===== src/rtl/tls_regs.svh =====
// Register offsets, field positions, reset values and fixed counts of the limit/status block
`ifndef TLS_REGS_SVH
`define TLS_REGS_SVH

// ============================================================
// Pointer addresses
`define TLS_PTR_W            8
`define TLS_PTR_LOWER_LIMIT  8'h03
`define TLS_PTR_CTRL_STATUS  8'h04
`define TLS_PTR_IDENT        8'h07

// ============================================================
// Reset values
`define TLS_LOWER_LIMIT_RST  16'h8000
`define TLS_CTRL_STATUS_RST  8'h08

// ============================================================
// Lower limit field
`define TLS_LIM_MSB          15
`define TLS_LIM_LSB          5
`define TLS_LIM_ZERO_W       5

// ============================================================
// Control/status bit positions
`define TLS_CS_TIMEOUT_OFF   7
`define TLS_CS_RES_HI        6
`define TLS_CS_RES_LO        5
`define TLS_CS_RSVD          4
`define TLS_CS_ALARM         3
`define TLS_CS_OVER          2
`define TLS_CS_UNDER         1
`define TLS_CS_DONE          0

// ============================================================
// Identification fields
`define TLS_ID_MFR_MSB       15
`define TLS_ID_MFR_LSB       8
`define TLS_ID_PROD_MSB      7
`define TLS_ID_PROD_LSB      4
`define TLS_ID_REV_MSB       3
`define TLS_ID_REV_LSB       0

`endif


===== src/rtl/tls_pkg.sv =====
// Types shared by the limit/status block and its helpers
package tls_pkg;

	// Resolution codes of control/status bits 6:5
	typedef enum logic [1:0] {
		TLS_RES_11 = 2'b00,
		TLS_RES_12 = 2'b01,
		TLS_RES_13 = 2'b10,
		TLS_RES_14 = 2'b11
	} tls_res_type;

	// Control/status byte as it reads
	typedef struct packed {
		logic        bus_timeout_off;
		tls_res_type resolution_sel;
		logic        reserved_zero;
		logic        alarm_pin_level;
		logic        over_limit_flag;
		logic        under_limit_flag;
		logic        conversion_done_flag;
	} tls_csr_type;

	// Configuration bits held outside this block
	typedef struct packed {
		logic full_shutdown;
		logic alarm_enable_n;
		logic alarm_polarity;
	} tls_cfg_type;

	// Register access from the serial protocol engine
	typedef struct packed {
		logic       wr;
		logic       rd;
		logic       rd_done;
		logic [7:0] ptr;
		logic [15:0] wdata;
	} tls_acc_type;

endpackage


===== src/rtl/tls_limit_cmp.sv =====
// Registered signed comparison of a measured value against a limit
`timescale 1ns/1ps
`default_nettype none

module tls_limit_cmp #(
	parameter int W = 16
) (
	// Clock and reset
	input  wire logic         clk,
	input  wire logic         rst,
	// Operands
	input  wire logic [W-1:0] a,
	input  wire logic [W-1:0] b,
	// Result
	output var  logic         a_gt_b_r
);
	generate
		if (W < 2) begin : g_bad_width
			$error("tls_limit_cmp: width too small");
		end
	endgenerate

	// Two's complement compare; limit low bits are zero so the finer
	// measured bits still count toward exceeding it
	always_ff @(posedge clk) begin
		if (rst) begin
			a_gt_b_r <= 1'b0;
		end else begin
			a_gt_b_r <= $signed(a) > $signed(b);
		end
	end
endmodule

`default_nettype wire


===== src/rtl/tls_conv_seq.sv =====
// Conversion sequencer: continuous or one-shot, and the conversion-done flag
`timescale 1ns/1ps
`default_nettype none

module tls_conv_seq (
	// Clock and reset
	input  wire logic clk,
	input  wire logic rst,
	// Mode and trigger
	input  wire logic full_shutdown,
	input  wire logic one_shot,
	// Conversion engine
	input  wire logic conv_done,
	output var  logic conv_start_r,
	// Status
	output var  logic done_flag_r
);
	typedef enum logic [1:0] {
		SEQ_IDLE = 2'b00,
		SEQ_CONV = 2'b01
	} tls_seq_type;

	tls_seq_type state_r;

	// Continuous mode restarts on every completion; shutdown waits for a trigger
	always_ff @(posedge clk) begin
		if (rst) begin
			state_r      <= SEQ_IDLE;
			conv_start_r <= 1'b0;
		end else begin
			conv_start_r <= 1'b0;
			case (state_r)
				SEQ_IDLE: begin
					if (!full_shutdown || one_shot) begin
						state_r      <= SEQ_CONV;
						conv_start_r <= 1'b1;
					end
				end
				SEQ_CONV: begin
					if (conv_done) begin
						state_r <= SEQ_IDLE;
					end
				end
				default: begin
					state_r <= SEQ_IDLE;
				end
			endcase
		end
	end

	// Flag drops only for a one-shot conversion; continuous mode keeps it high
	always_ff @(posedge clk) begin
		if (rst) begin
			done_flag_r <= 1'b1;
		end else if (!full_shutdown) begin
			done_flag_r <= 1'b1;
		end else if (state_r == SEQ_IDLE && one_shot) begin
			done_flag_r <= 1'b0;
		end else if (state_r == SEQ_CONV && conv_done) begin
			done_flag_r <= 1'b1;
		end
	end
endmodule

`default_nettype wire


===== src/rtl/tls_status.sv =====
// Lower limit, control/status and identification registers with alarm logic
`timescale 1ns/1ps
`default_nettype none
`include "tls_regs.svh"

module tls_status
	import tls_pkg::*;
#(
	parameter logic [7:0] MFR_ID  = 8'h5A, // Arbitrary value
	parameter logic [3:0] PROD_ID = 4'h6,  // Arbitrary value
	parameter logic [3:0] REV_ID  = 4'h3   // Arbitrary value
) (
	// Clock and reset
	input  wire logic                 clk,
	input  wire logic                 rst,
	// Register access from the serial engine
	input  wire tls_pkg::tls_acc_type acc,
	output var  logic [15:0]          rdata_r,
	// Configuration bits and strobes
	input  wire tls_pkg::tls_cfg_type cfg,
	input  wire logic                 alarm_clear,
	input  wire logic                 one_shot,
	input  wire logic                 ara_done,
	// Temperature and upper limit
	input  wire logic [15:0]          meas_temp,
	input  wire logic [15:0]          upper_limit_value,
	// Conversion engine
	input  wire logic                 conv_done,
	output var  logic                 conv_start_r,
	// Control outputs
	output var  logic                 bus_timeout_off_r,
	output var  tls_pkg::tls_res_type resolution_sel_r,
	// Alarm pin, open drain
	output var  logic                 alarm_pin_o_r,
	output var  logic                 alarm_pin_oe_r
);
	import tls_pkg::*;

	// Reset images of the writable registers, sliced per field below
	localparam logic [15:0] LOWER_RST = `TLS_LOWER_LIMIT_RST;
	localparam logic [7:0]  CSR_RST   = `TLS_CTRL_STATUS_RST;

	// ============================================================
	// Storage
	logic [`TLS_LIM_MSB:`TLS_LIM_LSB] lower_lim_r;
	logic                             alarm_active_r;
	logic                             alarm_level_r;
	logic                             over_flag_r;
	logic                             under_flag_r;
	logic                             done_flag;
	logic                             above_upper;
	logic                             below_lower;
	logic [15:0]                      lower_full;
	logic                             wr_lower;
	logic                             wr_csr;
	logic                             csr_read_done;
	tls_csr_type                      csr_view;

	assign lower_full    = {lower_lim_r, {`TLS_LIM_ZERO_W{1'b0}}};
	assign wr_lower      = acc.wr && (acc.ptr == `TLS_PTR_LOWER_LIMIT);
	assign wr_csr        = acc.wr && (acc.ptr == `TLS_PTR_CTRL_STATUS);
	assign csr_read_done = acc.rd_done && (acc.ptr == `TLS_PTR_CTRL_STATUS);

	// ============================================================
	// Comparators and conversion sequencing
	tls_limit_cmp #(.W(16)) u_cmp_upper (
		.clk      (clk),
		.rst      (rst),
		.a        (meas_temp),
		.b        (upper_limit_value),
		.a_gt_b_r (above_upper)
	);

	tls_limit_cmp #(.W(16)) u_cmp_lower (
		.clk      (clk),
		.rst      (rst),
		.a        (lower_full),
		.b        (meas_temp),
		.a_gt_b_r (below_lower)
	);

	tls_conv_seq u_seq (
		.clk           (clk),
		.rst           (rst),
		.full_shutdown (cfg.full_shutdown),
		.one_shot      (one_shot),
		.conv_done     (conv_done),
		.conv_start_r  (conv_start_r),
		.done_flag_r   (done_flag)
	);

	// ============================================================
	// Writable fields
	always_ff @(posedge clk) begin
		if (rst) begin
			lower_lim_r <= LOWER_RST[`TLS_LIM_MSB:`TLS_LIM_LSB];
		end else if (wr_lower) begin
			lower_lim_r <= acc.wdata[`TLS_LIM_MSB:`TLS_LIM_LSB];
		end
	end

	// Only bits 7:5 are stored; the rest of a written byte is status and ignored
	always_ff @(posedge clk) begin
		if (rst) begin
			bus_timeout_off_r <= CSR_RST[`TLS_CS_TIMEOUT_OFF];
			resolution_sel_r  <= tls_res_type'(CSR_RST[`TLS_CS_RES_HI:`TLS_CS_RES_LO]);
		end else if (wr_csr) begin
			bus_timeout_off_r <= acc.wdata[`TLS_CS_TIMEOUT_OFF];
			resolution_sel_r  <= tls_res_type'(acc.wdata[`TLS_CS_RES_HI:`TLS_CS_RES_LO]);
		end
	end

	// ============================================================
	// Alarm state; a new over-limit event wins over any clear in the same cycle
	always_ff @(posedge clk) begin
		if (rst) begin
			alarm_active_r <= 1'b0;
		end else if (above_upper) begin
			alarm_active_r <= 1'b1;
		end else if (below_lower || alarm_clear || ara_done) begin
			alarm_active_r <= 1'b0;
		end
	end

	// Pin level follows polarity; a disabled alarm rests at the inactive level
	always_ff @(posedge clk) begin
		if (rst) begin
			alarm_level_r  <= CSR_RST[`TLS_CS_ALARM];
			alarm_pin_oe_r <= !CSR_RST[`TLS_CS_ALARM];
			alarm_pin_o_r  <= 1'b0;
		end else begin
			alarm_level_r  <= (alarm_active_r && !cfg.alarm_enable_n) ~^ cfg.alarm_polarity;
			alarm_pin_oe_r <= !((alarm_active_r && !cfg.alarm_enable_n) ~^ cfg.alarm_polarity);
			alarm_pin_o_r  <= 1'b0;
		end
	end

	// ============================================================
	// Sticky limit flags; set wins over the read clear
	always_ff @(posedge clk) begin
		if (rst) begin
			over_flag_r <= 1'b0;
		end else if (above_upper) begin
			over_flag_r <= 1'b1;
		end else if (csr_read_done) begin
			over_flag_r <= 1'b0;
		end
	end

	always_ff @(posedge clk) begin
		if (rst) begin
			under_flag_r <= 1'b0;
		end else if (below_lower) begin
			under_flag_r <= 1'b1;
		end else if (csr_read_done) begin
			under_flag_r <= 1'b0;
		end
	end

	// ============================================================
	// Read data is captured at the read request, before any clear acts
	always_comb begin
		csr_view.bus_timeout_off      = bus_timeout_off_r;
		csr_view.resolution_sel       = resolution_sel_r;
		csr_view.reserved_zero        = 1'b0;
		csr_view.alarm_pin_level      = alarm_level_r;
		csr_view.over_limit_flag      = over_flag_r;
		csr_view.under_limit_flag     = under_flag_r;
		csr_view.conversion_done_flag = done_flag;
	end

	always_ff @(posedge clk) begin
		if (rst) begin
			rdata_r <= 16'h0000;
		end else if (acc.rd) begin
			case (acc.ptr)
				`TLS_PTR_LOWER_LIMIT: rdata_r <= lower_full;
				`TLS_PTR_CTRL_STATUS: rdata_r <= {8'h00, csr_view};
				`TLS_PTR_IDENT:       rdata_r <= {MFR_ID, PROD_ID, REV_ID};
				default:              rdata_r <= 16'h0000;
			endcase
		end
	end
endmodule

`default_nettype wire


===== config.mk =====
export PLATFORM = sky130hd
export DESIGN_NAME = tls_status
export DESIGN_NICKNAME = d
export VERILOG_FILES = /design/src/rtl/tls_pkg.sv /design/src/rtl/tls_limit_cmp.sv /design/src/rtl/tls_conv_seq.sv /design/src/rtl/tls_status.sv
export VERILOG_INCLUDE_DIRS = /design/src /design/src/rtl
export SDC_FILE = /design/constraint.sdc
export NUM_CORES = 1
export LEC_CHECK = 0
export BUFFER_PORTS_ARGS = -buffer_cell sky130_fd_sc_hd__buf_2
export CORE_AREA = 2 2 72 74
export CTS_BUF_LIST = sky130_fd_sc_hd__clkbuf_8
export DETAILED_ROUTE_END_ITERATION = 16
export DIE_AREA = 0 0 74 76
export GPL_ROUTABILITY_DRIVEN = 0
export PLACE_DENSITY = 0.89
export REMOVE_ABC_BUFFERS = 1
export SKIP_LAST_GASP = 1
export SYNTH_ARGS = -nofsm -noshare
export SYNTH_HDL_FRONTEND = slang
export SYNTH_HIERARCHICAL = 1
export SYNTH_SLANG_ARGS = --single-unit

===== constraint.sdc =====
create_clock -name clk -period 4.4 [get_ports clk]
set_clock_uncertainty 0.15 [all_clocks]
set_input_delay 0.44 -clock clk [delete_from_list [all_inputs] [get_ports clk]]
set_output_delay 0.44 -clock clk [all_outputs]
set_load 0.1 [all_outputs]

### Word-level counts from Yosys, hierarchy flattened

Index checks and enable logic that the tools add are counted.

* div/mod/pow operators: 0
* add/sub/neg operators: 0
* multipliers: 0
* shift-type cells: 0
* eq/ne operators: 6
* bitwise gates (word level): 3
* mux-type cells: 12
* reductions and logical operators: 20
* magnitude comparators: 2

Operator list (count)
* 16-bit case mux with 3 select lines: 1
* 16-bit greater-than comparator: 2
* 8-bit by 3-bit == test with 1-bit output (second input constant): 2
* 8-bit by 2-bit == test with 1-bit output (second input constant): 1
* 1-bit two-way mux: 8
* 2-bit nonzero test: 4
* 1-bit logical AND: 6
* 2-bit two-way mux: 2
* 2-bit case mux with 2 select lines: 1
* 2-bit OR reduction: 2
* 1-bit logical NOT: 3
* 1-bit logical OR: 3
* 2-bit by 1-bit == test with 1-bit output (second input constant): 1
* 2-bit logical NOT: 1
* 2-bit by 1-bit inequality test with 1-bit output (second input constant): 1
* 2-bit inequality test (second input constant): 1
* 1-bit NOT: 2
* 2-bit AND reduction: 1
* 1-bit bitwise XNOR: 1

* flip-flop bits (word level): 41
* input bits: 68
* logic and storage cells: 57
* RAM bits: 0
* bits in latches: 0
* output and inout bits: 22
* ROM bits: 0
* memories: 0

### Depth between registers and ports, before layout

* depth in word-level cells: 4
* mapped depth: 7
* depth with buffers taken out: 7

### Modules after synthesis

Netlist, hierarchy kept.

Modules (own cells, without submodules)
* tls_status: area each 1545.2 sq um, instances 1, seq. area each 680.7 sq um, cells an instance 167
* tls_limit_cmp: area each 450.4 sq um, instances 2, seq. area each 20.0 sq um, cells an instance 58
* tls_conv_seq: area each 125.1 sq um, instances 1, seq. area each 60.1 sq um, cells an instance 10

### Worst setup path after synthesis

Ideal clock, no wire load.

* path type: input-to-reg
* start: in meas_temp[14]
* end: reg u_cmp_lower.a_gt_b_r
* stages on the path: 7
* library setup time: 0.123 ns
* data arrival time: 1.615 ns
* setup slack: 2.512 ns
* path buffers: 0
* data required time: 4.127 ns
* cells stage by stage: inv_1 ha_1 and3_4 nand4_2 a211oi_1 nor3_1 mux2_1

* word-level cells in the longest chain between the ends: 1

Ends and longest elaborated chain
* from (decl): RTL line tls_status.sv:25 `input wire logic [15:0] meas_temp,`
* 16-bit greater-than comparator: RTL line tls_limit_cmp.sv:29 `a_gt_b_r <= $signed(a) > $signed(b);`
* to (signal assigned): RTL line tls_limit_cmp.sv:29
* to (decl): RTL line tls_limit_cmp.sv:15 `output var logic a_gt_b_r`

Every way passes these cells.
A chain may end at the register's enable or synchronous reset.

### Worst setup path after layout

* start: in acc[18] (netlist name)
* end: reg under_flag_r

* word-level cells in the longest chain between the ends: 3

Ends and longest elaborated chain
* from (decl): RTL line tls_status.sv:17 `input wire tls_pkg::tls_acc_type acc,`
* 8-bit by 3-bit == test with 1-bit output
* 1-bit logical AND: RTL line tls_status.sv:62 `` assign csr_read_done = acc.rd_done && (acc.ptr == `TLS_PTR_CTRL_STATUS); ``
* 2-bit nonzero test (no source line)
* to (signal assigned): RTL line tls_status.sv:152 `under_flag_r <= 1'b0;`
* to (signal assigned): RTL line tls_status.sv:154 `under_flag_r <= 1'b1;`
* to (signal assigned): RTL line tls_status.sv:156 `under_flag_r <= 1'b0;`
* to (decl): RTL line tls_status.sv:49 `logic under_flag_r;`

Every way passes these cells.

==> reports/metrics.csv <==
stage;metric;value;unit
worst_setup_path;crit path launch type;primary input;
clocking;CTS Buf Count;5;
global_route;GRT overflow;0;
route;Vias/cell;5.40;
clocking;Max Root-Sink Buffers;2;
worst_setup_path;reg2reg path depth;6;
pwr;PwrDens;242;nW/µm²
synth;post-synth top area cell;dfxtp_1;
clocking;cts repair resizes;0;
route;Residual DRC;0;
finish;Area Growth Syn to Fin;21.7;%
timing;RSZ-0062 raised after global routing;false;
route;routed len/inst;13.1;µm
clocking;Post-CTS Setup Repair Bufs;0;
hold_path;hold crit path type;primary input to flop;
floorplan;row count;26;
synth;post-synthesis sequential area ratio;30.4;%
finish;commonest non-fill, non-tap cell in the layout;buf_2;
global_route;first-pass GRT wire length;9590;µm
synth;post-synthesis register bit count;39;
route;final WL;5850;µm
floorplan;Die ar.;5620;µm²
finish;share of cells above drive strength 1;26.8;%
floorplan;Die X;74;µm
placement;IO buf count;82;
timing;Worst-Margin Slew;1.12;ns
pwr;power share of the clock group;31.6;%
clocking;Reg clk slew, reported paths;0.07;ns
pwr;Leakage Power;0.00154;µW
worst_setup_path;WS Path Type;primary input to flop;
outcome;status;finished clean;
route;Pre-antenna DRT Iters;4;
global_route;largest net degree at the start of global routing;55;
placement;dpl hpwl;4670;µm
timing;Fmax;502;MHz
timing;slew margin rel.;24.5;%
route;vias;2416;
hold_path;Hold Startpoint;cfg[2];
global_route;All-Layer GR Usage;21.2;%
synth;Post-synth EDFFs;0;
hold_path;WHS Endpoint;u_seq/done_flag_r;
clocking;CTS tree;yes;
worst_setup_path;register-to-register setup slack;2.47;ns
timing;Slew Viols, Final;0;
clocking;clk root buf;clkbuf_8;
pwr;NetSw;209;µW
worst_setup_path;Worst Path Required;4.39;ns
timing;fin crit share;45.2;%
finish;final core utilization;63.7;%
hold_path;Hold Path Depth;2;
timing;setup TNS;0;ns
pwr;sw frac;27.6;%
clocking;H-tree depth;2;
synth;Async SR Flop Fraction;0;%
synth;count of different cell masters after synthesis;45;
synth;top cell type's share of synthesized area;30.4;%
timing;Setup Viol. Count Final;0;
worst_setup_path;RR Startpoint;lower_lim_r[10];
timing;Hold Violations, Final;0;
pwr;combinational fraction of design power;20.0;%
synth;Area contributors post-synth;dfxtp_1, ha_1, nand2b_1;
floorplan;die height;76;µm
synth;Ys Warns;6;
global_route;vias in the first global route;2279;
finish;most frequent cells in the layout;buf_2, dfxtp_1, inv_1;
run;max cap viols;0;
route;First DRT Iteration DRCs;200;
finish;# diodes;0;
worst_setup_path;worst endpoint data arrival time;1.98;ns
worst_setup_path;Worst Path Max Fanout;12;
pwr;Seq pwr share;48.3;%
worst_setup_path;capture point of the worst reg-to-reg path;u_cmp_lower/a_gt_b_r;
finish;fin nets;477;
global_route;initial antenna violation count;0;
synth;mapped cell area;2570;µm²
synth;syn_area_per_cell;8.78;µm²
synth;ys flop type;dfxtp_1;
floorplan;io pins;90;
synth;Mapped Cells;293;
pwr;Internal;548;µW
timing;Min Clock Period, post-route;1.99;ns
clocking;Clock Latency Late Sink;0.29;ns
clocking;Sink Count;39;
floorplan;effective utilization at floorplan;52.3;%
pwr;VDD IR max;0.113;mV
worst_setup_path;Worst setup EP type;flop;
floorplan;core footprint;4910;µm²
clocking;CTS Hold Bufs;0;
route;Antenna Nets Post-Route;0;
[kinds of logic after synthesis]
kind of cell	synth area share, %
AND/OR/NAND/NOR	27.9
buffers and inverters	7.35
AO/OA/AOI/OAI	13.1
flip-flops	30.4
other	0.146
multiplexers	5.16
XOR/XNOR	0.341
adder cells (fa/ha/maj)	15.6
[registers in the layout (all words and copies together) (netlist names)]
name,flops
resolution_sel_r,2
bus_timeout_off_r,1
u_seq/state_r,1
over_flag_r,1
under_flag_r,1
alarm_pin_oe_r,1
alarm_level_r,1
u_cmp_upper/a_gt_b_r,1
alarm_active_r,1
u_seq/conv_start_r,1
lower_lim_r,11
u_seq/done_flag_r,1
u_cmp_lower/a_gt_b_r,1
rdata_r,15
[Yosys cell counts, types with 5 or more instances]
master and n:
nor2_1 14, ha_1 32, nand2b_1 36, dfxtp_1 39
mux2i_1 11, nor3_1 7, nand3_1 5, inv_1 37
a21oi_1 19, o32ai_1 9, nand4_1 15, clkbuf_1 8
[cell type report]
cell class	count	area (µm²)
repair buffers	82	410
well taps	70	87.6
fillers	418	1780
inverters	37	139
clock inverters	1	5.00
flip-flops and latches	39	781
clock buffers	6	82.6
multi-input cells	212	1620
[worst max-delay path by stage]
stage,from,to,slack (ns)
2_1_floorplan,meas_temp[14],u_cmp_lower/a_gt_b_r,2.51
3_3_place_gp,acc[20],lower_lim_r[9],2.15
3_5_place_dp,acc[20],lower_lim_r[10],2.14
4_1_cts,acc[20],lower_lim_r[14],2.41
5_1_grt,acc[18],under_flag_r,2.26
6_report,acc[18],under_flag_r,2.41
[per-stage QoR]
stage / power, µW / std cells / area, µm² / setup WS, ns / hold slack (ns)
final: 757 / 447 / 3130 / 2.41 / 0.213
after global routing: 793 / 447 / 3130 / 2.26 / 0.212
after CTS: 762 / 447 / 3130 / 2.41 / 0.206
after detailed placement: 525 / 440 / 3040 / 2.14 / 0.307
after global placement: 519 / 440 / 3040 / 2.15 / 0.303
after floorplan: 463 / 288 / 2540 / 2.51 / 0.294
[power groups by stage]
stage | combinational [µW] | clock [µW] | sequential, µW
6_report | 152 | 240 | 366
5_1_grt | 169 | 256 | 367
4_1_cts | 152 | 244 | 366
3_5_place_dp | 151 | 0 | 374
3_3_place_gp | 145 | 0 | 374
2_1_floorplan | 78.9 | 0 | 384
[per-layer routing]
layer	vias up	routed length [µm]	GRT usage, %
met5	-	0	0
met4	0	151	8.18
met3	15	423	4.37
met2	97	2790	36.3
met1	1097	2490	25.4
li1	1207	-	-
[worst max-delay path, stage by stage]
cell and delay, ns:
buf_2 0.20, nor4b_1 0.92, and4b_1 0.35, nor3_1 0.06
Power figures use the tool's default switching activity.
